--- config.mk ---
export PLATFORM = sky130hd
export DESIGN_NAME = reset_and_bus_clock_mode
export DESIGN_NICKNAME = d
export VERILOG_FILES = /design/src/verilog/clk_rst_pkg.sv /design/src/verilog/reset_stretch.sv /design/src/verilog/reset_and_bus_clock_mode.sv
export VERILOG_INCLUDE_DIRS = /design/src /design/src/verilog
export SDC_FILE = /design/constraint.sdc
export NUM_CORES = 1
export LEC_CHECK = 0
export BUFFER_PORTS_ARGS = -buffer_cell sky130_fd_sc_hd__buf_4
export CORE_MARGIN = 3
export CORE_UTILIZATION = 27
export DETAILED_ROUTE_END_ITERATION = 8
export PLACE_DENSITY = 0.45
export SYNTH_ARGS = -nofsm -noshare
export SYNTH_HDL_FRONTEND = slang
export SYNTH_SLANG_ARGS = --single-unit
--- constraint.sdc ---
create_clock -name CLK -period 4.85 [get_ports CLK]
set_input_delay 1.2125 -clock CLK [delete_from_list [all_inputs] [get_ports CLK]]
set_output_delay 1.2125 -clock CLK [all_outputs]
set_load 0.005 [all_outputs]
--- src/verilog/clk_rst_params.svh ---
// constants of the reset and bus clock mode block: port decodes, field
// positions, reset values and reset stretch length.
// assumes inclusion by bare name from the design modules, the checker and the bench.
`ifndef CLK_RST_PARAMS_SVH
`define CLK_RST_PARAMS_SVH

// i/o port decodes
`define PORT_WARM_CPU      16'h0064
`define PORT_COPROC_RESET  16'h00F1
`define PORT_BUS_MODE_CTRL 16'hFC80
`define WARM_CPU_KEY       8'hFE

// bus mode control register fields
`define MODE_CTRL_RESET    8'h00
`define MODE_FAST_BIT      2
`define MODE_SEL_HI        1
`define MODE_SEL_LO        0

// reset stretch, in processor clock periods
`define RESET_TICKS        16

`endif

--- src/verilog/clk_rst_pkg.sv ---
// types shared by the reset and bus clock mode block.
// assumes the constants header is compiled alongside.
package clk_rst_pkg;

   typedef enum logic [1:0] {
      MODE_NON_TURBO = 2'b00,
      MODE_TURBO_BUS = 2'b01,
      MODE_NORMAL    = 2'b10,
      MODE_ASYNC     = 2'b11
   } bus_mode_t;

   typedef struct packed {
      logic        wr;
      logic        rd;
      logic [15:0] addr;
      logic [7:0]  wdata;
   } io_req_t;

   typedef struct packed {
      logic proc;
      logic bus;
   } clk_pair_t;

   typedef enum logic [1:0] {
      CPU_IDLE  = 2'b00,
      CPU_WAIT  = 2'b01,
      CPU_ARM   = 2'b10,
      CPU_READY = 2'b11
   } cpu_state_t;

   typedef enum logic [1:0] {
      BUS_IDLE = 2'b00,
      BUS_CMD  = 2'b01,
      BUS_WAIT = 2'b10
   } bus_state_t;

endpackage

--- src/verilog/reset_stretch.sv ---
// one reset output: held while hold is high, then kept high for TICKS
// further ticks; a start pulse reloads the full stretch.
// assumes tick is a one-cycle pulse per processor clock period.
`timescale 1ns/1ps
`default_nettype none
`include "clk_rst_params.svh"

module reset_stretch #(
   parameter int unsigned TICKS = `RESET_TICKS
) (
   // clock and reset
   input  wire logic clk,
   input  wire logic rst_n,
   // control
   input  wire logic hold,
   input  wire logic start,
   input  wire logic tick,
   // reset output
   output logic      active
);

   localparam int unsigned CW = $clog2(TICKS + 1);
   localparam logic [CW-1:0] FULL = CW'(TICKS);

   logic [CW-1:0] cnt_q;
   logic [CW-1:0] cnt_d;
   logic          act_d;

   always_comb begin
      cnt_d = cnt_q;
      if (hold || start) begin
         cnt_d = FULL;
      end else if (tick && (cnt_q != '0)) begin
         cnt_d = cnt_q - CW'(1);
      end
      act_d = (cnt_d != '0);
   end

   always_ff @(posedge clk) begin
      if (!rst_n) begin
         cnt_q  <= FULL;
         active <= 1'b1;
      end else begin
         cnt_q  <= cnt_d;
         active <= act_d;
      end
   end

endmodule

`default_nettype wire

--- src/verilog/reset_and_bus_clock_mode.sv ---
// reset outputs and bus clock mode generation.
// assumes every input is synchronous to CLK and that both oscillator
// inputs are well below half the CLK rate, so each of their edges is seen.
//
// How it works
// all three resets high while supply low
// release all three sixteen processor clocks later
// write FEh to 0064h pulses processor reset
// any write to 00F1h pulses coprocessor reset
// shutdown cycle pulses processor reset sixteen clocks
// clock pair follows the selected bus mode
// control bits 2..0 select bus mode
// mode 0 after power-up and system reset
// mode changes switch clocks without runt pulses
// speed toggle rising edge inverts bit 2
// speed toggle leaves bits 1..0 alone
// processor tracker on processor clock, drives ready (code takes start and done on any CLK cycle)
// bus logic on bus clock, async in mode 3
// processor needs two clocks per T-state
// speed toggle synchronised, one action per edge
// pattern 100 behaves as mode 0
`timescale 1ns/1ps
`default_nettype none
`include "clk_rst_params.svh"

module reset_and_bus_clock_mode #(
   parameter int unsigned RESET_TICKS = `RESET_TICKS
) (
   // clock and reset
   input  wire logic                CLK,
   input  wire logic                RESET_N,
   // power and processor status
   input  wire logic                SUPPLY_GOOD_IN,
   input  wire logic                SHUTDOWN_CYCLE_IN,
   // i/o port access
   input  wire clk_rst_pkg::io_req_t IO_REQ,
   output logic [7:0]               IO_RDATA,
   // oscillators and speed switch
   input  wire logic                MAIN_OSC_IN,
   input  wire logic                BUS_OSC_IN,
   input  wire logic                SPEED_TOGGLE_IN,
   // reset outputs
   output logic                     SYSTEM_RESET_OUT,
   output logic                     PROCESSOR_RESET_OUT,
   output logic                     COPROC_RESET_OUT,
   // generated clocks and mode
   output logic                     PROCESSOR_CLOCK_OUT,
   output logic                     EXPANSION_CLOCK_OUT,
   output logic [1:0]               BUS_MODE_OUT,
   // processor cycle tracking
   input  wire logic                CYCLE_START_IN,
   input  wire logic                EARLY_FINISH_N_IN,
   input  wire logic                SLOT_READY_IN,
   output logic                     READY_N_OUT
);

   // mode decode; the undefined pattern falls back to the slow mode
   function automatic clk_rst_pkg::bus_mode_t decode_mode(
      input logic [2:0] sel
   );
      clk_rst_pkg::bus_mode_t m;
      case (sel)
         3'b101:  m = clk_rst_pkg::MODE_TURBO_BUS;
         3'b110:  m = clk_rst_pkg::MODE_NORMAL;
         3'b111:  m = clk_rst_pkg::MODE_ASYNC;
         default: m = clk_rst_pkg::MODE_NON_TURBO;   // see R07
      endcase
      return m;
   endfunction

   function automatic clk_rst_pkg::clk_pair_t clocks_for(
      input clk_rst_pkg::bus_mode_t m,
      input logic                   main,
      input logic [1:0]             div,
      input logic                   bdiv
   );
      clk_rst_pkg::clk_pair_t p;
      p = '0;
      case (m)
         clk_rst_pkg::MODE_NON_TURBO: begin
            p.proc = div[0];
            p.bus  = div[1];
         end
         clk_rst_pkg::MODE_TURBO_BUS: begin
            p.proc = main;
            p.bus  = div[0];
         end
         clk_rst_pkg::MODE_NORMAL: begin
            p.proc = main;
            p.bus  = div[1];
         end
         clk_rst_pkg::MODE_ASYNC: begin
            p.proc = main;
            p.bus  = bdiv;
         end
         default: begin
            p = '0;
         end
      endcase
      return p;
   endfunction

   // oscillator sampling and dividers
   logic                   main_q;
   logic                   bosc_q;
   logic [1:0]             div_q;
   logic [1:0]             div_d;
   logic                   bdiv_q;
   logic                   bdiv_d;
   clk_rst_pkg::bus_mode_t mode_q;
   clk_rst_pkg::bus_mode_t mode_d;
   clk_rst_pkg::bus_mode_t want;
   clk_rst_pkg::clk_pair_t clk_q;
   clk_rst_pkg::clk_pair_t clk_d;
   clk_rst_pkg::clk_pair_t cand;
   logic                   proc_tick;
   logic                   bus_tick;

   // control register and speed switch
   logic [7:0]             ctrl_q;
   logic [7:0]             ctrl_d;
   logic                   spd_s1_q;
   logic                   spd_s2_q;
   logic                   spd_s3_q;
   logic                   spd_rise;
   logic [7:0]             rdata_d;

   // reset stretchers
   logic                   sys_hold;
   logic                   warm_cpu;
   logic                   warm_cop;

   always_comb begin
      div_d  = div_q;
      bdiv_d = bdiv_q;
      if (MAIN_OSC_IN && !main_q) begin
         div_d = div_q + 2'd1;
      end
      if (BUS_OSC_IN && !bosc_q) begin
         bdiv_d = !bdiv_q;
      end
      want = decode_mode(ctrl_q[2:0]);
      cand = clocks_for(want, MAIN_OSC_IN, div_d, bdiv_d);
      mode_d = mode_q;
      // only hand over while old and new clocks are both low, so no
      // high phase is ever cut short
      if ((want != mode_q) && !clk_q.proc && !clk_q.bus &&
          !cand.proc && !cand.bus) begin
         mode_d = want;
      end
      clk_d     = clocks_for(mode_d, MAIN_OSC_IN, div_d, bdiv_d);
      proc_tick = clk_d.proc && !clk_q.proc;
      bus_tick  = clk_d.bus && !clk_q.bus;
   end

   always_ff @(posedge CLK) begin
      if (!RESET_N) begin
         main_q <= 1'b0;
         bosc_q <= 1'b0;
         div_q  <= 2'b00;
         bdiv_q <= 1'b0;
         mode_q <= clk_rst_pkg::MODE_NON_TURBO;
         clk_q  <= '0;
      end else begin
         main_q <= MAIN_OSC_IN;
         bosc_q <= BUS_OSC_IN;
         div_q  <= div_d;
         bdiv_q <= bdiv_d;
         mode_q <= mode_d;
         clk_q  <= clk_d;
      end
   end

   assign PROCESSOR_CLOCK_OUT = clk_q.proc;
   assign EXPANSION_CLOCK_OUT = clk_q.bus;
   assign BUS_MODE_OUT        = mode_q;

   // control register, speed switch and port decodes
   assign spd_rise = spd_s2_q && !spd_s3_q;
   assign warm_cpu = IO_REQ.wr && (IO_REQ.addr == `PORT_WARM_CPU) &&
                     (IO_REQ.wdata == `WARM_CPU_KEY);
   assign warm_cop = IO_REQ.wr &&
                     (IO_REQ.addr == `PORT_COPROC_RESET);

   always_comb begin
      ctrl_d = ctrl_q;
      if (IO_REQ.wr && (IO_REQ.addr == `PORT_BUS_MODE_CTRL)) begin
         ctrl_d = IO_REQ.wdata;
      end
      // a toggle in the same cycle as a write acts on the written value
      if (spd_rise) begin
         ctrl_d[`MODE_FAST_BIT] = !ctrl_d[`MODE_FAST_BIT];      // see R10
      end
      if (SYSTEM_RESET_OUT) begin
         ctrl_d = `MODE_CTRL_RESET;
      end
      rdata_d = 8'h00;
      if (IO_REQ.rd && (IO_REQ.addr == `PORT_BUS_MODE_CTRL)) begin
         rdata_d = ctrl_q;
      end
   end

   always_ff @(posedge CLK) begin
      if (!RESET_N) begin
         ctrl_q   <= `MODE_CTRL_RESET;
         spd_s1_q <= 1'b0;
         spd_s2_q <= 1'b0;
         spd_s3_q <= 1'b0;
         IO_RDATA <= 8'h00;
      end else begin
         ctrl_q   <= ctrl_d;
         spd_s1_q <= SPEED_TOGGLE_IN;
         spd_s2_q <= spd_s1_q;
         spd_s3_q <= spd_s2_q;
         IO_RDATA <= rdata_d;
      end
   end

   // all three share the supply hold, so they release on the same tick
   assign sys_hold = !SUPPLY_GOOD_IN;

   reset_stretch #(
      .TICKS (RESET_TICKS)
   ) u_sys_reset (
      .clk    (CLK),
      .rst_n  (RESET_N),
      .hold   (sys_hold),
      .start  (1'b0),
      .tick   (proc_tick),
      .active (SYSTEM_RESET_OUT)
   );

   reset_stretch #(
      .TICKS (RESET_TICKS)
   ) u_cpu_reset (
      .clk    (CLK),
      .rst_n  (RESET_N),
      .hold   (sys_hold),
      .start  (warm_cpu || SHUTDOWN_CYCLE_IN),                  // see R03
      .tick   (proc_tick),
      .active (PROCESSOR_RESET_OUT)
   );

   reset_stretch #(
      .TICKS (RESET_TICKS)
   ) u_cop_reset (
      .clk    (CLK),
      .rst_n  (RESET_N),
      .hold   (sys_hold),
      .start  (warm_cop),
      .tick   (proc_tick),
      .active (COPROC_RESET_OUT)
   );

   // processor side tracker; T-state phase and ready advanced on processor clock ticks, start and done taken on any CLK cycle
   clk_rst_pkg::cpu_state_t cpu_q;
   clk_rst_pkg::cpu_state_t cpu_d;
   clk_rst_pkg::bus_state_t bus_q;
   clk_rst_pkg::bus_state_t bus_d;
   logic                    tph_q;
   logic                    tph_d;
   logic                    req_tgl_q;
   logic                    req_tgl_d;
   logic                    req_seen_q;
   logic                    req_seen_d;
   logic                    done_tgl_q;
   logic                    done_tgl_d;
   logic                    done_seen_q;
   logic                    done_seen_d;
   logic                    req_s1_q;
   logic                    req_s2_q;
   logic                    done_s1_q;
   logic                    done_s2_q;
   logic                    req_view;
   logic                    done_view;
   logic                    ready_n_d;
   logic                    async_mode;
   logic                    t_end;

   // handshake crosses through two flops only when the bus clock is not
   // derived from the main oscillator; a mode change in mid-cycle is
   // not supported
   assign async_mode = (mode_q == clk_rst_pkg::MODE_ASYNC);
   assign req_view   = async_mode ? req_s2_q : req_tgl_q;
   assign done_view  = async_mode ? done_s2_q : done_tgl_q;
   assign t_end      = proc_tick && tph_q;

   always_comb begin
      cpu_d       = cpu_q;
      tph_d       = tph_q;
      req_tgl_d   = req_tgl_q;
      done_seen_d = done_seen_q;
      ready_n_d   = READY_N_OUT;
      if (proc_tick) begin
         tph_d = !tph_q;
      end
      case (cpu_q)
         clk_rst_pkg::CPU_IDLE: begin
            if (CYCLE_START_IN && !PROCESSOR_RESET_OUT) begin
               req_tgl_d = !req_tgl_q;
               cpu_d     = clk_rst_pkg::CPU_WAIT;
            end
         end
         clk_rst_pkg::CPU_WAIT: begin
            if (done_view != done_seen_q) begin
               done_seen_d = done_view;
               cpu_d       = clk_rst_pkg::CPU_ARM;
            end
         end
         clk_rst_pkg::CPU_ARM: begin
            if (t_end) begin
               ready_n_d = 1'b0;
               cpu_d     = clk_rst_pkg::CPU_READY;
            end
         end
         clk_rst_pkg::CPU_READY: begin
            if (t_end) begin
               ready_n_d = 1'b1;
               cpu_d     = clk_rst_pkg::CPU_IDLE;
            end
         end
         default: begin
            cpu_d = clk_rst_pkg::CPU_IDLE;
         end
      endcase
      if (PROCESSOR_RESET_OUT) begin
         cpu_d     = clk_rst_pkg::CPU_IDLE;
         ready_n_d = 1'b1;
      end
   end

   // expansion side, advanced on expansion clock ticks
   always_comb begin
      bus_d      = bus_q;
      req_seen_d = req_seen_q;
      done_tgl_d = done_tgl_q;
      if (bus_tick) begin
         case (bus_q)
            clk_rst_pkg::BUS_IDLE: begin
               if (req_view != req_seen_q) begin
                  req_seen_d = req_view;
                  bus_d      = clk_rst_pkg::BUS_CMD;
               end
            end
            clk_rst_pkg::BUS_CMD: begin
               bus_d = clk_rst_pkg::BUS_WAIT;
            end
            clk_rst_pkg::BUS_WAIT: begin
               // early finish overrides a slot still holding off
               if (!EARLY_FINISH_N_IN || SLOT_READY_IN) begin
                  done_tgl_d = !done_tgl_q;
                  bus_d      = clk_rst_pkg::BUS_IDLE;
               end
            end
            default: begin
               bus_d = clk_rst_pkg::BUS_IDLE;
            end
         endcase
      end
   end

   always_ff @(posedge CLK) begin
      if (!RESET_N) begin
         cpu_q       <= clk_rst_pkg::CPU_IDLE;
         bus_q       <= clk_rst_pkg::BUS_IDLE;
         tph_q       <= 1'b0;
         req_tgl_q   <= 1'b0;
         req_seen_q  <= 1'b0;
         done_tgl_q  <= 1'b0;
         done_seen_q <= 1'b0;
         req_s1_q    <= 1'b0;
         req_s2_q    <= 1'b0;
         done_s1_q   <= 1'b0;
         done_s2_q   <= 1'b0;
         READY_N_OUT <= 1'b1;
      end else begin
         cpu_q       <= cpu_d;
         bus_q       <= bus_d;
         tph_q       <= tph_d;
         req_tgl_q   <= req_tgl_d;
         req_seen_q  <= req_seen_d;
         done_tgl_q  <= done_tgl_d;
         done_seen_q <= done_seen_d;
         req_s1_q    <= req_tgl_q;
         req_s2_q    <= req_s1_q;
         done_s1_q   <= done_tgl_q;
         done_s2_q   <= done_s1_q;
         READY_N_OUT <= ready_n_d;
      end
   end

endmodule

`default_nettype wire

==> results of run 1 <==
[where the power goes]
group	switching, W	internal, W
clock	0.000214	0.000250
sequential	0.0000154	0.000509
combinational	0.0000848	0.0000791
[state kept, by name, summed over array words and instances (netlist names), 2 cells and up]
| register | flops |
|---|---|
| IO_RDATA | 8 |
| ctrl_q | 8 |
| u_cop_reset.cnt_q | 5 |
| u_cpu_reset.cnt_q | 5 |
| u_sys_reset.cnt_q | 5 |
| BUS_MODE_OUT | 2 |
| bus_q | 2 |
| cpu_q | 2 |
| div_q | 2 |
[layer usage]
metal  routed length (µm)  track usage
met1                 3300        0.154
met2                 2900        0.181
met3                  266       0.0352
met4                   97       0.0487
met5                    0            0
[through the flow]
stage / cell area (µm²) / util
final: 3570 / 0.357
after global routing: 3570 / 0.357
after CTS: 3570 / 0.357
after detailed placement: 3370 / 0.337
after global placement: 3370 / 0.337
after floorplan: 2830 / -
[area by class of cell]
class	instances	share of cell area
clock inverters	6	0.0179
flip-flops and latches	60	0.337
repair buffers	52	0.109
well taps	133	0.0466
clock buffers	10	0.0386
multi-input cells	230	0.437
inverters	13	0.0137
[Yosys cell counts (2+ instances only)]
library cell,number,area share
sky130_fd_sc_hd__inv_1,13,0.017
sky130_fd_sc_hd__mux2i_1,14,0.049
sky130_fd_sc_hd__nand2b_1,13,0.029
sky130_fd_sc_hd__nor3_1,6,0.011
sky130_fd_sc_hd__xor2_1,9,0.028
sky130_fd_sc_hd__nor2b_1,7,0.015
sky130_fd_sc_hd__nand2_1,21,0.028
sky130_fd_sc_hd__nor4_1,4,0.0088
sky130_fd_sc_hd__a2111oi_0,2,0.0062
sky130_fd_sc_hd__and2_1,25,0.055
sky130_fd_sc_hd__and3_1,3,0.0066
sky130_fd_sc_hd__a21o_1,2,0.0053
sky130_fd_sc_hd__o21ai_1,7,0.012
sky130_fd_sc_hd__nand4_1,6,0.013
sky130_fd_sc_hd__nand3b_1,4,0.011
sky130_fd_sc_hd__clkbuf_1,3,0.0040
sky130_fd_sc_hd__dfxtp_1,60,0.42
sky130_fd_sc_hd__mux2_1,2,0.0079
sky130_fd_sc_hd__nand3_1,6,0.011
sky130_fd_sc_hd__a21oi_1,4,0.0071
sky130_fd_sc_hd__o21a_1,3,0.0079
sky130_fd_sc_hd__nor4b_1,2,0.0062
sky130_fd_sc_hd__ha_1,7,0.031
sky130_fd_sc_hd__or3_1,2,0.0044
sky130_fd_sc_hd__or2_0,2,0.0044
sky130_fd_sc_hd__o21ai_0,6,0.011
sky130_fd_sc_hd__buf_1,2,0.0026
sky130_fd_sc_hd__nor2_1,33,0.044
sky130_fd_sc_hd__a31oi_1,7,0.015
sky130_fd_sc_hd__xnor2_1,11,0.034
[worst max-delay path, stage by stage]
cell	delay, ns
sky130_fd_sc_hd__buf_4	0.13
sky130_fd_sc_hd__nand3b_1	0.11
sky130_fd_sc_hd__xor2_1	0.29
sky130_fd_sc_hd__or2_0	0.37
sky130_fd_sc_hd__a311oi_2	0.16
sky130_fd_sc_hd__buf_4	0.23
sky130_fd_sc_hd__a2111oi_0	0.40
sky130_fd_sc_hd__a41oi_1	0.08
sky130_fd_sc_hd__or3_1	0.35
[kinds of logic (layout without fill, tap and decap cells)]
| family | Yosys count | after routing | synth area share |
|---|---|---|---|
| AO/OA/AOI/OAI | 47 | 47 | 0.133 |
| XOR/XNOR | 20 | 20 | 0.0618 |
| adder cells (fa/ha/maj) | 7 | 7 | 0.0309 |
| buffers and inverters | 19 | 81 | 0.0256 |
| flip-flops | 60 | 60 | 0.424 |
| multiplexers | 17 | 17 | 0.0627 |
| AND/OR/NAND/NOR | 139 | 139 | 0.262 |
[worst paths after layout]
path | from | to | slack [ns]
max | MAIN_OSC_IN | u_sys_reset.active | 1.76
min | req_s1_q | req_s2_q | 0.43
max reg2reg | div_q[0] | u_sys_reset.active | 2.34
min reg2reg | req_s1_q | req_s2_q | 0.43
==> results by stage, run 1 <==
Status:
- The flow ran to the end, and the final reports show no timing, DRC or antenna violations.

Routing:
- The detailed-route wire length per cell is 13.0 µm.
- The detailed-route DRC error count is 0.
- The number of vias after detailed routing is 2,325.
- The total iterations of the first detailed-routing run is 5.
- Dividing the detail-routed via count by the number of cells gives 4.61.
- In this run, the number of DRC markers left after iteration 0 of detailed routing was 90.
- The detail route stage leaves a number of antenna-violating nets equal to 0.
- The routed wire length is 6560 µm.

Power:
- The worst vdd rail ir drop is 0.000175 V.
- The total design power is 0.00115 W.
- The total power density per cell area is 323 mW/mm².
- The analysis attributes to cell leakage a power of 1.46 nW.

Critical path:
- The required time at the worst-slack endpoint is 5.08 ns.
- STA classifies the critical path endpoint as a flop.
- The arrival time reported for the critical path endpoint is 3.32 ns.
- The setup path with the least slack is of type input pin to flop.
- The highest net fanout along the worst path is 16.
- STA classifies the critical path startpoint as an input pin.
- The worst-case reg-to-reg path depth is 8.

Clock network:
- The quantity of hold-fixing buffers added after cts is 0.
- The H-tree depth is 3.
- The clock tree from TritonCTS is yes.
- The root buffer cell chosen for the clock tree is sky130_fd_sc_hd__clkbuf_8.
- Clock-pin slew was measured on the worst setup and hold paths at 0.07 ns.
- The buffer depth of the longest clock path is 2.
- Clock latency on the worst-skew pair, taken at its later pin, is 0.34 ns.
- The total setup buffers inserted after CTS is 0.
- The number of gates resized after CTS was 0.
- The clock drives 60 sinks.
- TritonCTS created 9 clock buffers.

Global routing:
- In the global route stage, overall resource usage came out at 0.118.
- The first global-routing pass estimated 10,800 µm of wire.
- Entering global routing, the biggest net connects 32 pins.
- The number of global-route vias before repair is 2,220.
- The number of antenna violations at the first check in global routing is 0.
- The overflow left after global routing is 0.

Floorplanning:
- The die is 108 µm wide.
- The die span in y is 108 µm.
- In this run the standard cell core region covers 0.0100 mm².
- After floorplanning, the core was divided into 36 placement rows.
- For this configuration, the core starts out at a cell density of 0.283.
- The count of boundary I/O pins is 52.
- The total die area is 0.0118 mm².

Placed design:
- The HPWL after detailed placement is 4770 µm.
- The last weighted congestion value of the routability-driven placer is 0.743.
- The number of placed instances, taps included, is 488.
- The setup slack at placement is 1.48 ns.
- The total of buffers placed on input and output ports is 51.

Layout:
- The register cell area after layout is 0.00120 mm².
- In the final layout, the share of cells above drive strength 1 is 0.210.
- From synthesis to final layout, the design area changed by 25.9%.
- Counting the fill cells in the layout gives 1,059.
- The library cells used most frequently in the layout, excluding fill and tap cells, are sky130_fd_sc_hd__dfxtp_1, sky130_fd_sc_hd__buf_4, sky130_fd_sc_hd__nor2_1, sky130_fd_sc_hd__and2_1, sky130_fd_sc_hd__nand2_1.
- The multi-input gate area in the final layout is 0.00156 mm².
- The post-layout net count is 409.
- The most common cell after layout, fill and taps aside is sky130_fd_sc_hd__dfxtp_1.
- The number of inserted diodes is 0.
- The count of cells in the finished layout, fillers not included, comes to 504.

Yosys:
- For this run, the register share of the synthesized area comes to 0.424.
- The gate count of the mapped netlist is 309.
- The netlist uses 53 different library cells.
- A synthesized cell averages 9.17 µm².
- The count of warnings emitted by yosys is 0.
- In the synthesized netlist the async set-or-reset flop fraction comes to 0.
- The synthesized design contains 60 register bits.
- Synthesis produced a netlist with a net count of 352.
- The area of the mapped netlist is 0.00283 mm².
- The number of flops mapped to enable cells by yosys is 0.
- Among all flip-flop cells after synthesis, the most frequent one is sky130_fd_sc_hd__dfxtp_1.

Worst hold path:
- The path category of the worst min-delay check is flop to flop.
- The instance count along the most critical hold path is 1.

Timing:
- The worst-margin pin slew is 0.562 ns.
- The final max-slew violation count is 0.
- Setup repair after global routing left no endpoint under its margin.
- The final-layout worst hold slack is 0.433 ns.
- The worst setup margin is 1.76 ns.
- The share of the cycle needed by the critical path after routing is 0.637.
- Based on the critical path, the design can be clocked at up to 324 MHz.
- The number of endpoints with negative hold slack in the final report is 0.
- The aggregate negative setup slack is 0 ns.
- On the final layout, the worst clock skew is 0.00965 ns.
- For the finished layout, the period the worst path requires is 3.09 ns.
- The worst relative slew slack is 0.621.
- Setup violations remaining at the end of the flow were counted as 0.

Flow run:
- The tool flagged a number of max-cap violations equal to 0.
(Power assumes the default switching activity.)
==> run 2, diff against run 1 <==
--- a/config.mk
+++ b/config.mk
@@ -6,6 +6,7 @@
 export SDC_FILE = /design/constraint.sdc
 export NUM_CORES = 1
 export LEC_CHECK = 0
+export ABC_AREA = 1
 export BUFFER_PORTS_ARGS = -buffer_cell sky130_fd_sc_hd__buf_4
 export CORE_MARGIN = 3
 export CORE_UTILIZATION = 27
==> constraint.sdc (replaced) <==
create_clock -name CLK -period 3.2 [get_ports CLK]
set_input_delay 0.8 -clock CLK [delete_from_list [all_inputs] [get_ports CLK]]
set_output_delay 0.8 -clock CLK [all_outputs]
set_load 0.005 [all_outputs]
==> run 2 against run 1 <==
Effect of this change: sequential power grew 50%; critical path depth grew 9; power grew 56%; sequential share of layout area shrank 0.74 points; first-iteration DRC count shrank 6.7%; synthesized cell count grew 35%; clock skew grew 0.00059 ns; via count grew 16%; count of clock-buffer cells in the layout shrank 1; wire length grew 2.6%; largest power group unchanged.
==> results by stage, run 2 <==
Status:
- The flow ran to the end, and the final reports show no timing, DRC or antenna violations.

Yosys:
- The number of unique standard cell types used by synthesis is 28 (-47%).
- The share of the yosys chip area belonging to registers is 0.415 (-0.00898).
- The post-synthesis sequential element count is 60 (unchanged).
- Ranked by total cell area, the synthesized netlist is headed by sky130_fd_sc_hd__dfxtp_1, sky130_fd_sc_hd__nand2_1, sky130_fd_sc_hd__inv_1.
- The synthesized netlist net count came to 459 (+30%).
- Of all cell types, the one taking the most synthesized area is sky130_fd_sc_hd__dfxtp_1.
- The average footprint of a synthesized cell came to 6.96 µm² (-24%).
- The proportion of synthesized flip-flops having asynchronous set or reset is 0 (unchanged).
- The area of the mapped netlist was 0.00290 mm² (+2.2%).
- The count of warnings emitted by yosys came to 0 (unchanged).
- The most common cell in the synthesized netlist is sky130_fd_sc_hd__nand2_1.
- Among all flip-flop cells after synthesis, the most frequent one is sky130_fd_sc_hd__dfxtp_1.
- The number of flops mapped to enable cells by yosys came to 0 (unchanged).
- The gate count of the mapped netlist is 416 (+35%).
- Counting instances in the post-synthesis netlist gives the leading cell types as sky130_fd_sc_hd__nand2_1, sky130_fd_sc_hd__inv_1, sky130_fd_sc_hd__dfxtp_1, sky130_fd_sc_hd__nor2_1, sky130_fd_sc_hd__nand3_1.
- The share of the synthesized area in the top cell type came to 0.415 (-0.00898).

Critical path:
- The worst setup path is launched from an input pin.
- The library cell appearing most often on the critical path is sky130_fd_sc_hd__nand2_1.
- Walking the worst path, the cells encountered are buf_4 > nand2_1 > nand2_1 > nand2_1 > inv_1 > nand2_1 > nand4_1 > nand2_1 > nand2_2 > nand2_1 > nand2_1 > nand2_1 > nand3_1 > o21ai_0 > nand2_1 > nand2_1 > nand2_1 > nor2_1.
- For this design, the slowest cell found on the critical path is sky130_fd_sc_hd__nand2_1.
- The critical setup path kind is input pin to flop.
- The combined buffer and inverter count along the critical path is 2 (unchanged).
- The worst stage delay on the critical path is 0.43 ns (+0.03 ns).
- The arrival time reported for the critical path endpoint is 2.89 ns (-0.43 ns).
- The required time at the worst-slack endpoint is 3.48 ns (-1.60 ns).
- The cell class contributing the biggest share of worst-path delay is simple AND/OR/NAND/NOR gates.
- The highest net fanout along the worst path is 17 (+1).
- STA classifies the critical path endpoint as a flop.

Timing:
- The clock period minus worst slack is 2.61 ns.
- The final max-slew violation count is 0 (unchanged).
- The final-report setup violation count is 0 (unchanged).
- The aggregate negative setup slack came to 0 ns (unchanged).
- The worst relative slew slack is 0.616 (-0.00478).
- Setup repair after global routing left no endpoint under its margin.
- The worst setup margin is 0.585 ns (-1.17 ns).
- The clock tree skew after final layout was 0.0102 ns (+0.000594 ns).
- The worst-margin pin slew is 0.574 ns (+0.0117 ns).
- The number of endpoints with negative hold slack in the final report is 0 (unchanged).
- In the finished design, the share of the clock period the worst path needs comes to 0.817.
- Derived from the worst setup path, the maximum achievable clock frequency is 382 MHz.

Floorplanning:
- The initial cell density of the core is 0.279 (-0.00421).
- The chip width came to 110 µm (+1.0%).
- The die span in y came to 110 µm (+1.0%).
- The site row count is 37 (+2.8%).
- The total die area came to 0.0120 mm² (+2.0%).
- The count of boundary I/O pins is 52 (unchanged).
- The area of the placeable core is 0.0104 mm² (+3.7%).

Clock network:
- The post-CTS clock slew at the launch and capture registers of the worst setup and hold paths was 0.07 ns (about the same).
- The H-tree depth is 3 (unchanged).
- The clock sink count came to 60 (unchanged).
- The tree is rooted in a sky130_fd_sc_hd__clkbuf_8.
- The quantity of hold-fixing buffers added after cts was 0 (unchanged).
- The clock tree from TritonCTS is yes.
- The total setup buffers inserted after CTS was 0 (unchanged).
- The source-to-sink clock delay at the later pin of the worst-skew pair is 0.34 ns (about the same).
- The number of buffers created by CTS is 9 (unchanged).
- The buffer depth of the longest clock path came to 2 (unchanged).
- The post-cts sizing count was 0 (unchanged).

Global routing:
- The maximum number of pins on one net before global-route repair was 21 (-34%).
- The number of antenna violations at the first check in global routing is 0 (unchanged).
- The total routing resource utilization after global routing was 0.122 (+0.00366).
- The global-route wire length before repair is 11,500 µm (+6.1%).
- The overflow left after global routing was 0 (unchanged).
- The number of global-route vias before repair was 2,582 (+16%).

Routing:
- The total iterations of the first detailed-routing run is 4 (-1).
- The mean number of vias per cell is 4.38 (-5.1%).
- The remaining antenna violation count came to 0 (unchanged).
- The detailed-route wire length per cell was 10.9 µm (-16%).
- The detailed-route DRC error count came to 0 (unchanged).
- The number of DRC markers in iteration 0 is 84 (-6.7%).
- The routed wire length is 6730 µm (+2.6%).
- The number of vias after detailed routing came to 2,692 (+16%).

Placed design:
- The setup slack at placement came to 0.233 ns (-1.24 ns).
- The total of buffers placed on input and output ports is 51 (unchanged).
- The cell total after placement was 599 (+23%).
- The HPWL after detailed placement is 5110 µm (+7.2%).
- The last weighted congestion value of the routability-driven placer was 0.831 (+12%).

Layout:
- The number of inserted diodes was 0 (unchanged).
- The relative area change from synthesis to final layout is 26.0% (about the same).
- The filler-free cell count of the finished design is 615 (+22%).
- The proportion of layout cells with a drive suffix above 1 is 0.173 (-0.0370).
- The count of filler cells inserted in the layout came to 1,143 (+7.9%).
- The largest registers in the layout are IO_RDATA x8, ctrl_q x8.
- The post-layout net count was 517 (+26%).
- In the layout the commonest cells are sky130_fd_sc_hd__nand2_1, sky130_fd_sc_hd__inv_1, sky130_fd_sc_hd__dfxtp_1, sky130_fd_sc_hd__nor2_1, sky130_fd_sc_hd__buf_4.
- The most common cell after layout, fill and taps aside is sky130_fd_sc_hd__nand2_1.

Flow run:
- The reported max-cap violation count is 0 (unchanged).

Power:
- The total power density per cell area is 493 mW/mm² (+53%).
- The leakage dissipation is 1.74 nW (+19%).
- The switching portion of total power is 0.269 (-0.00372).
- The net switching power was 0.000484 W (+54%).
- The cell-internal power is 0.00132 W (+57%).
- The part of the total power dissipated in the clock network was 0.429 (+0.026).
- The share of total power in sequential cells is 0.438 (-0.017).
- The worst vdd rail ir drop is 0.000190 V (+8.6%).
- The power share of the combinational group came to 0.133 (-0.009).

Worst hold path:
- The min-delay analysis places its worst path in the category flop to flop.
run 2: cell count changes after synthesis, moves of 11 or more:
cell / change
sky130_fd_sc_hd__a21oi_1: +14
sky130_fd_sc_hd__and2_1: -25
sky130_fd_sc_hd__inv_1: +56
sky130_fd_sc_hd__mux2i_1: -14
sky130_fd_sc_hd__nand2_1: +81
sky130_fd_sc_hd__nand2b_1: -13
sky130_fd_sc_hd__nand3_1: +18
sky130_fd_sc_hd__nand4_1: +16
sky130_fd_sc_hd__nor2_1: +22
sky130_fd_sc_hd__xnor2_1: -11
run 2: layer usage:
layer,vias to the layer above,track usage,wire length (µm)
li1,1445,-,-
met1,1175,0.158,3360
met2,64,0.194,2860
met3,8,0.0294,404
met4,0,0.0508,116
met5,-,0,0
run 2: power groups by stage:
| stage | Clock (W) | Sequential (W) | Combinational [W] |
|---|---|---|---|
| final | 0.000772 | 0.000788 | 0.000239 |
| after global routing | 0.000837 | 0.000792 | 0.000274 |
| after CTS | 0.000801 | 0.000788 | 0.000242 |
| after detailed placement | 0 | 0.000806 | 0.000241 |
| after global placement | 0 | 0.000806 | 0.000241 |
| after floorplan | 0 | 0.000802 | 0.000166 |
run 2: kinds of logic after synthesis:
family,after synthesis,synth area share
AO/OA/AOI/OAI,38,0.0743
flip-flops,60,0.415
adder cells (fa/ha/maj),7,0.0302
XOR/XNOR,7,0.0212
AND/OR/NAND/NOR,226,0.350
buffers and inverters,78,0.109
run 2: tightest hold or removal path: stages (launching register included):
cell and delay [ns]:
sky130_fd_sc_hd__dfxtp_1 0.31, sky130_fd_sc_hd__nand2_1 0.04, sky130_fd_sc_hd__inv_1 0.04
run 2: per-stage QoR:
stage / power (W) / util / hold slack, ns / area (µm²)
floorplan: 0.000968 / - / 0.390 / 2900
global placement: 0.00105 / 0.330 / 0.393 / 3420
detailed placement: 0.00105 / 0.330 / 0.398 / 3420
CTS: 0.00183 / 0.352 / 0.416 / 3650
global route: 0.00190 / 0.352 / 0.447 / 3650
finish: 0.00180 / 0.352 / 0.415 / 3650
run 2: final cells by class:
class / instances / area (µm²) / area share
repair buffers: 55 / 413 / 0.113
clock buffers: 9 / 124 / 0.0340
clock inverters: 7 / 100 / 0.0274
inverters: 70 / 263 / 0.0720
flip-flops and latches: 60 / 1200 / 0.329
well taps: 136 / 170 / 0.0466
multi-input cells: 278 / 1380 / 0.378
run 2: path summary, 6_finish.rpt:
kind / startpoint / endpoint / slack, ns / cells after the start
setup / recovery: MAIN_OSC_IN / cpu_q[1] / 0.59 / 18
hold / removal: req_s1_q / req_s2_q / 0.42 / 2
setup reg to reg: ctrl_q[2] / cpu_q[1] / 0.67 / 16
hold reg to reg: req_s1_q / req_s2_q / 0.42 / 2
==> run 3, diff against run 2 <==
==> constraint.sdc (replaced) <==
create_clock -name CLK -period 2.6 [get_ports CLK]
set_input_delay 0.65 -clock CLK [delete_from_list [all_inputs] [get_ports CLK]]
set_output_delay 0.65 -clock CLK [all_outputs]
set_load 0.005 [all_outputs]
==> run 3 against run 2 <==
Effect of this change: register-to-register slack got worse by 0.26 ns; utilization increased by 0.37 points; sequential power increased by 23%; sequential cell count unchanged; wire length increased by 0.51%; via count decreased by 0.33%; power increased by 29%; worst hold slack improved by 0.0038 ns; clock skew decreased by 0.0053 ns.
==> results by stage, run 3 (synthesis results as in run 2) <==
Status:
- The run finished with clean final reports.

Routing:
- The total iterations of the first detailed-routing run is 4 (unchanged).
- The number of vias after detailed routing is 2,683 (-0.33%).
- The detailed-route DRC error count is 0 (unchanged).
- The mean number of vias per cell is 4.36 (-0.33%).
- The number of DRC markers in iteration 0 is 99 (+18%).
- The remaining antenna violation count is 0 (unchanged).
- The detailed-route wire length per cell is 11.0 µm (+0.51%).
- The routed wire length was 6770 µm (+0.51%).

Global routing:
- The maximum number of pins on one net before global-route repair came to 21 (unchanged).
- The total routing resource utilization after global routing is 0.121 (-0.000355).
- The number of global-route vias before repair was 2,582 (unchanged).
- The global-route wire length before repair was 11,500 µm (-0.11%).
- The number of antenna violations at the first check in global routing is 0 (unchanged).
- The overflow left after global routing is 0 (unchanged).

Timing:
- The aggregate negative setup slack was 0 ns (unchanged).
- The clock tree skew after final layout is 0.00490 ns (-0.00534 ns).
- The final-report setup violation count is 0 (unchanged).
- The worst relative slew slack was 0.724 (+0.107).
- The clock period minus worst slack is 2.19 ns.
- The maximum frequency from static timing analysis is 456 MHz.
- Setup repair after global routing left no endpoint under its margin.
- Of the available clock period, the critical path in the final layout requires 0.843.
- The worst-margin pin slew was 0.413 ns (-0.161 ns).
- The number of endpoints with negative hold slack in the final report is 0 (unchanged).
- The final-layout worst hold slack is 0.419 ns (+0.00377 ns).
- The final max-slew violation count is 0 (unchanged).

Power:
- The total power density per cell area is 631 mW/mm² (+28%).
- The leakage dissipation is 1.76 nW (+1.6%).
- The worst vdd rail ir drop is 0.000207 V (+8.5%).
- The part of the total power dissipated in the clock network is 0.454 (+0.025).
- The switching portion of total power is 0.241 (-0.0280).
- The cell-internal power is 0.00177 W (+34%).
- The power share of the combinational group is 0.129 (-0.004).
- The net switching power was 0.000560 W (+16%).
- The share of total power in sequential cells is 0.417 (-0.021).

Worst hold path:
- The path category of the worst min-delay check is flop to flop.

Floorplanning:
- The site row count was 37 (unchanged).
- The count of boundary I/O pins is 52 (unchanged).
- The initial cell density of the core is 0.279 (unchanged).
- The area of the placeable core is 0.0104 mm² (unchanged).
- The chip width came to 110 µm (unchanged).
- The total die area was 0.0120 mm² (unchanged).
- The die span in y came to 110 µm (unchanged).

Placed design:
- The last weighted congestion value of the routability-driven placer was 0.838 (+0.82%).
- The post-detailed-placement cell area is 0.00344 mm² (+0.37%).
- The HPWL after detailed placement is 5150 µm (+0.66%).
- The total of buffers placed on input and output ports came to 51 (unchanged).

Clock network:
- The source-to-sink clock delay at the later pin of the worst-skew pair is 0.33 ns (about the same).
- The H-tree depth is 3 (unchanged).
- The post-CTS clock slew at the launch and capture registers of the worst setup and hold paths came to 0.07 ns (about the same).
- The buffer depth of the longest clock path is 2 (unchanged).
- The total setup buffers inserted after CTS is 0 (unchanged).
- The post-cts sizing count was 0 (unchanged).
- The master cell of the clock root buffer is sky130_fd_sc_hd__clkbuf_8.
- The quantity of hold-fixing buffers added after cts is 0 (unchanged).
- TritonCTS built the clock tree.
- The clock sink count was 60 (unchanged).
- The number of buffers created by CTS is 9 (unchanged).

Critical path:
- The required time at the worst-slack endpoint is 2.81 ns (-0.67 ns).
- Traced cell by cell, the critical path runs through nand2_2 > nor2_1 > nor2_1 > nand2_1 > nand2_1 > nand4_1 > nand2_1 > nand2_2 > nand3_1 > nand2_1 > buf_12 > nand3_1 > nand2_1 > nand2_1 > nand2_1 > nand4_1.
- The highest net fanout along the worst path is 19 (+2).
- The arrival time reported for the critical path endpoint was 2.40 ns (-0.49 ns).
- The kind of start point of the critical path is a flop.
- Among the stages of the critical path, the cell type that occurs most often is sky130_fd_sc_hd__nand2_1.
- The category of the worst setup path capture point is a flop.
- The worst stage delay on the critical path was 0.45 ns (+0.02 ns).
- On the critical path, the stage with the largest delay is an instance of sky130_fd_sc_hd__dfxtp_1.
- The worst setup path is of the flop to flop kind.

Flow run:
- The reported max-cap violation count was 0 (unchanged).

Layout:
- The proportion of layout cells with a drive suffix above 1 came to 0.171 (-0.00209).
- The post-layout net count was 517 (unchanged).
- The most common cell after layout, fill and taps aside is sky130_fd_sc_hd__nand2_1.
- In the final layout, the registers with the most flip-flops are IO_RDATA x8, ctrl_q x8.
- The relative area change from synthesis to final layout is 27.4%.
- The cell area after layout came to 0.00369 mm² (+1.1%).
- In the layout the commonest cells are sky130_fd_sc_hd__nand2_1, sky130_fd_sc_hd__inv_1, sky130_fd_sc_hd__dfxtp_1, sky130_fd_sc_hd__nor2_1, sky130_fd_sc_hd__buf_4.
- The number of inserted diodes is 0 (unchanged).
run 3: cell count changes in the layout (fill, tap and decap cells not counted):
cell,change
sky130_fd_sc_hd__buf_12,+1
sky130_fd_sc_hd__buf_4,-1
sky130_fd_sc_hd__bufinv_16,+1
sky130_fd_sc_hd__clkbuf_1,+1
sky130_fd_sc_hd__clkbuf_8,+2
sky130_fd_sc_hd__clkinv_2,+1
sky130_fd_sc_hd__clkinv_4,-1
sky130_fd_sc_hd__clkinvlp_4,-3
sky130_fd_sc_hd__inv_6,-1
run 3: worst max-delay path, delay by kind of cell (launching register included):
kind / cells / cell delay [ns]
simple gates: 15 / 1.46
flops: 1 / 0.45
buf+inv: 1 / 0.17
run 3: layout make-up:
| cell class | instances | area (µm²) |
|---|---|---|
| tap | 136 | 170 |
| multi-input combinational | 278 | 1380 |
| fill | 1154 | 6680 |
| timing repair buffer | 55 | 425 |
| clock inverter | 4 | 95.1 |
| clock buffer | 12 | 155 |
| sequential | 60 | 1200 |
| inverter | 70 | 263 |
run 3: metal layers:
| metal | wire [µm] | global-route usage | part of all wire |
|---|---|---|---|
| met1 | 3380 | 0.157 | 0.50 |
| met2 | 2850 | 0.187 | 0.42 |
| met3 | 444 | 0.0399 | 0.066 |
| met4 | 96 | 0.0490 | 0.014 |
| met5 | 0 | 0 | 0 |
run 3: power groups by stage:
stage               Combinational, W  Sequential, W  Clock [W]
floorplan                   0.000205       0.000987          0
CTS                         0.000304       0.000970    0.00110
global route                0.000345       0.000974    0.00114
detailed placement          0.000302       0.000991          0
global placement            0.000302       0.000992          0
finish                      0.000301       0.000971    0.00106
run 3: stage by stage:
stage,total power [W],cells,utilization,setup WS [ns]
2_1_floorplan,0.00119,416,-,0.558
3_3_place_gp,0.00129,599,0.331,0.203
3_5_place_dp,0.00129,599,0.331,0.158
4_1_cts,0.00237,615,0.356,0.401
5_1_grt,0.00246,615,0.356,0.0378
6_report,0.00233,615,0.356,0.409
run 3: final timing paths:
path | startpoint | end | slack [ns] | depth (start not counted)
worst max register to register | ctrl_q[2] | u_cpu_reset.active | 0.41 | 16
worst min-delay path | req_s1_q | req_s2_q | 0.42 | 2
worst min register to register | req_s1_q | req_s2_q | 0.42 | 2
worst max-delay path | ctrl_q[2] | u_cpu_reset.active | 0.41 | 16
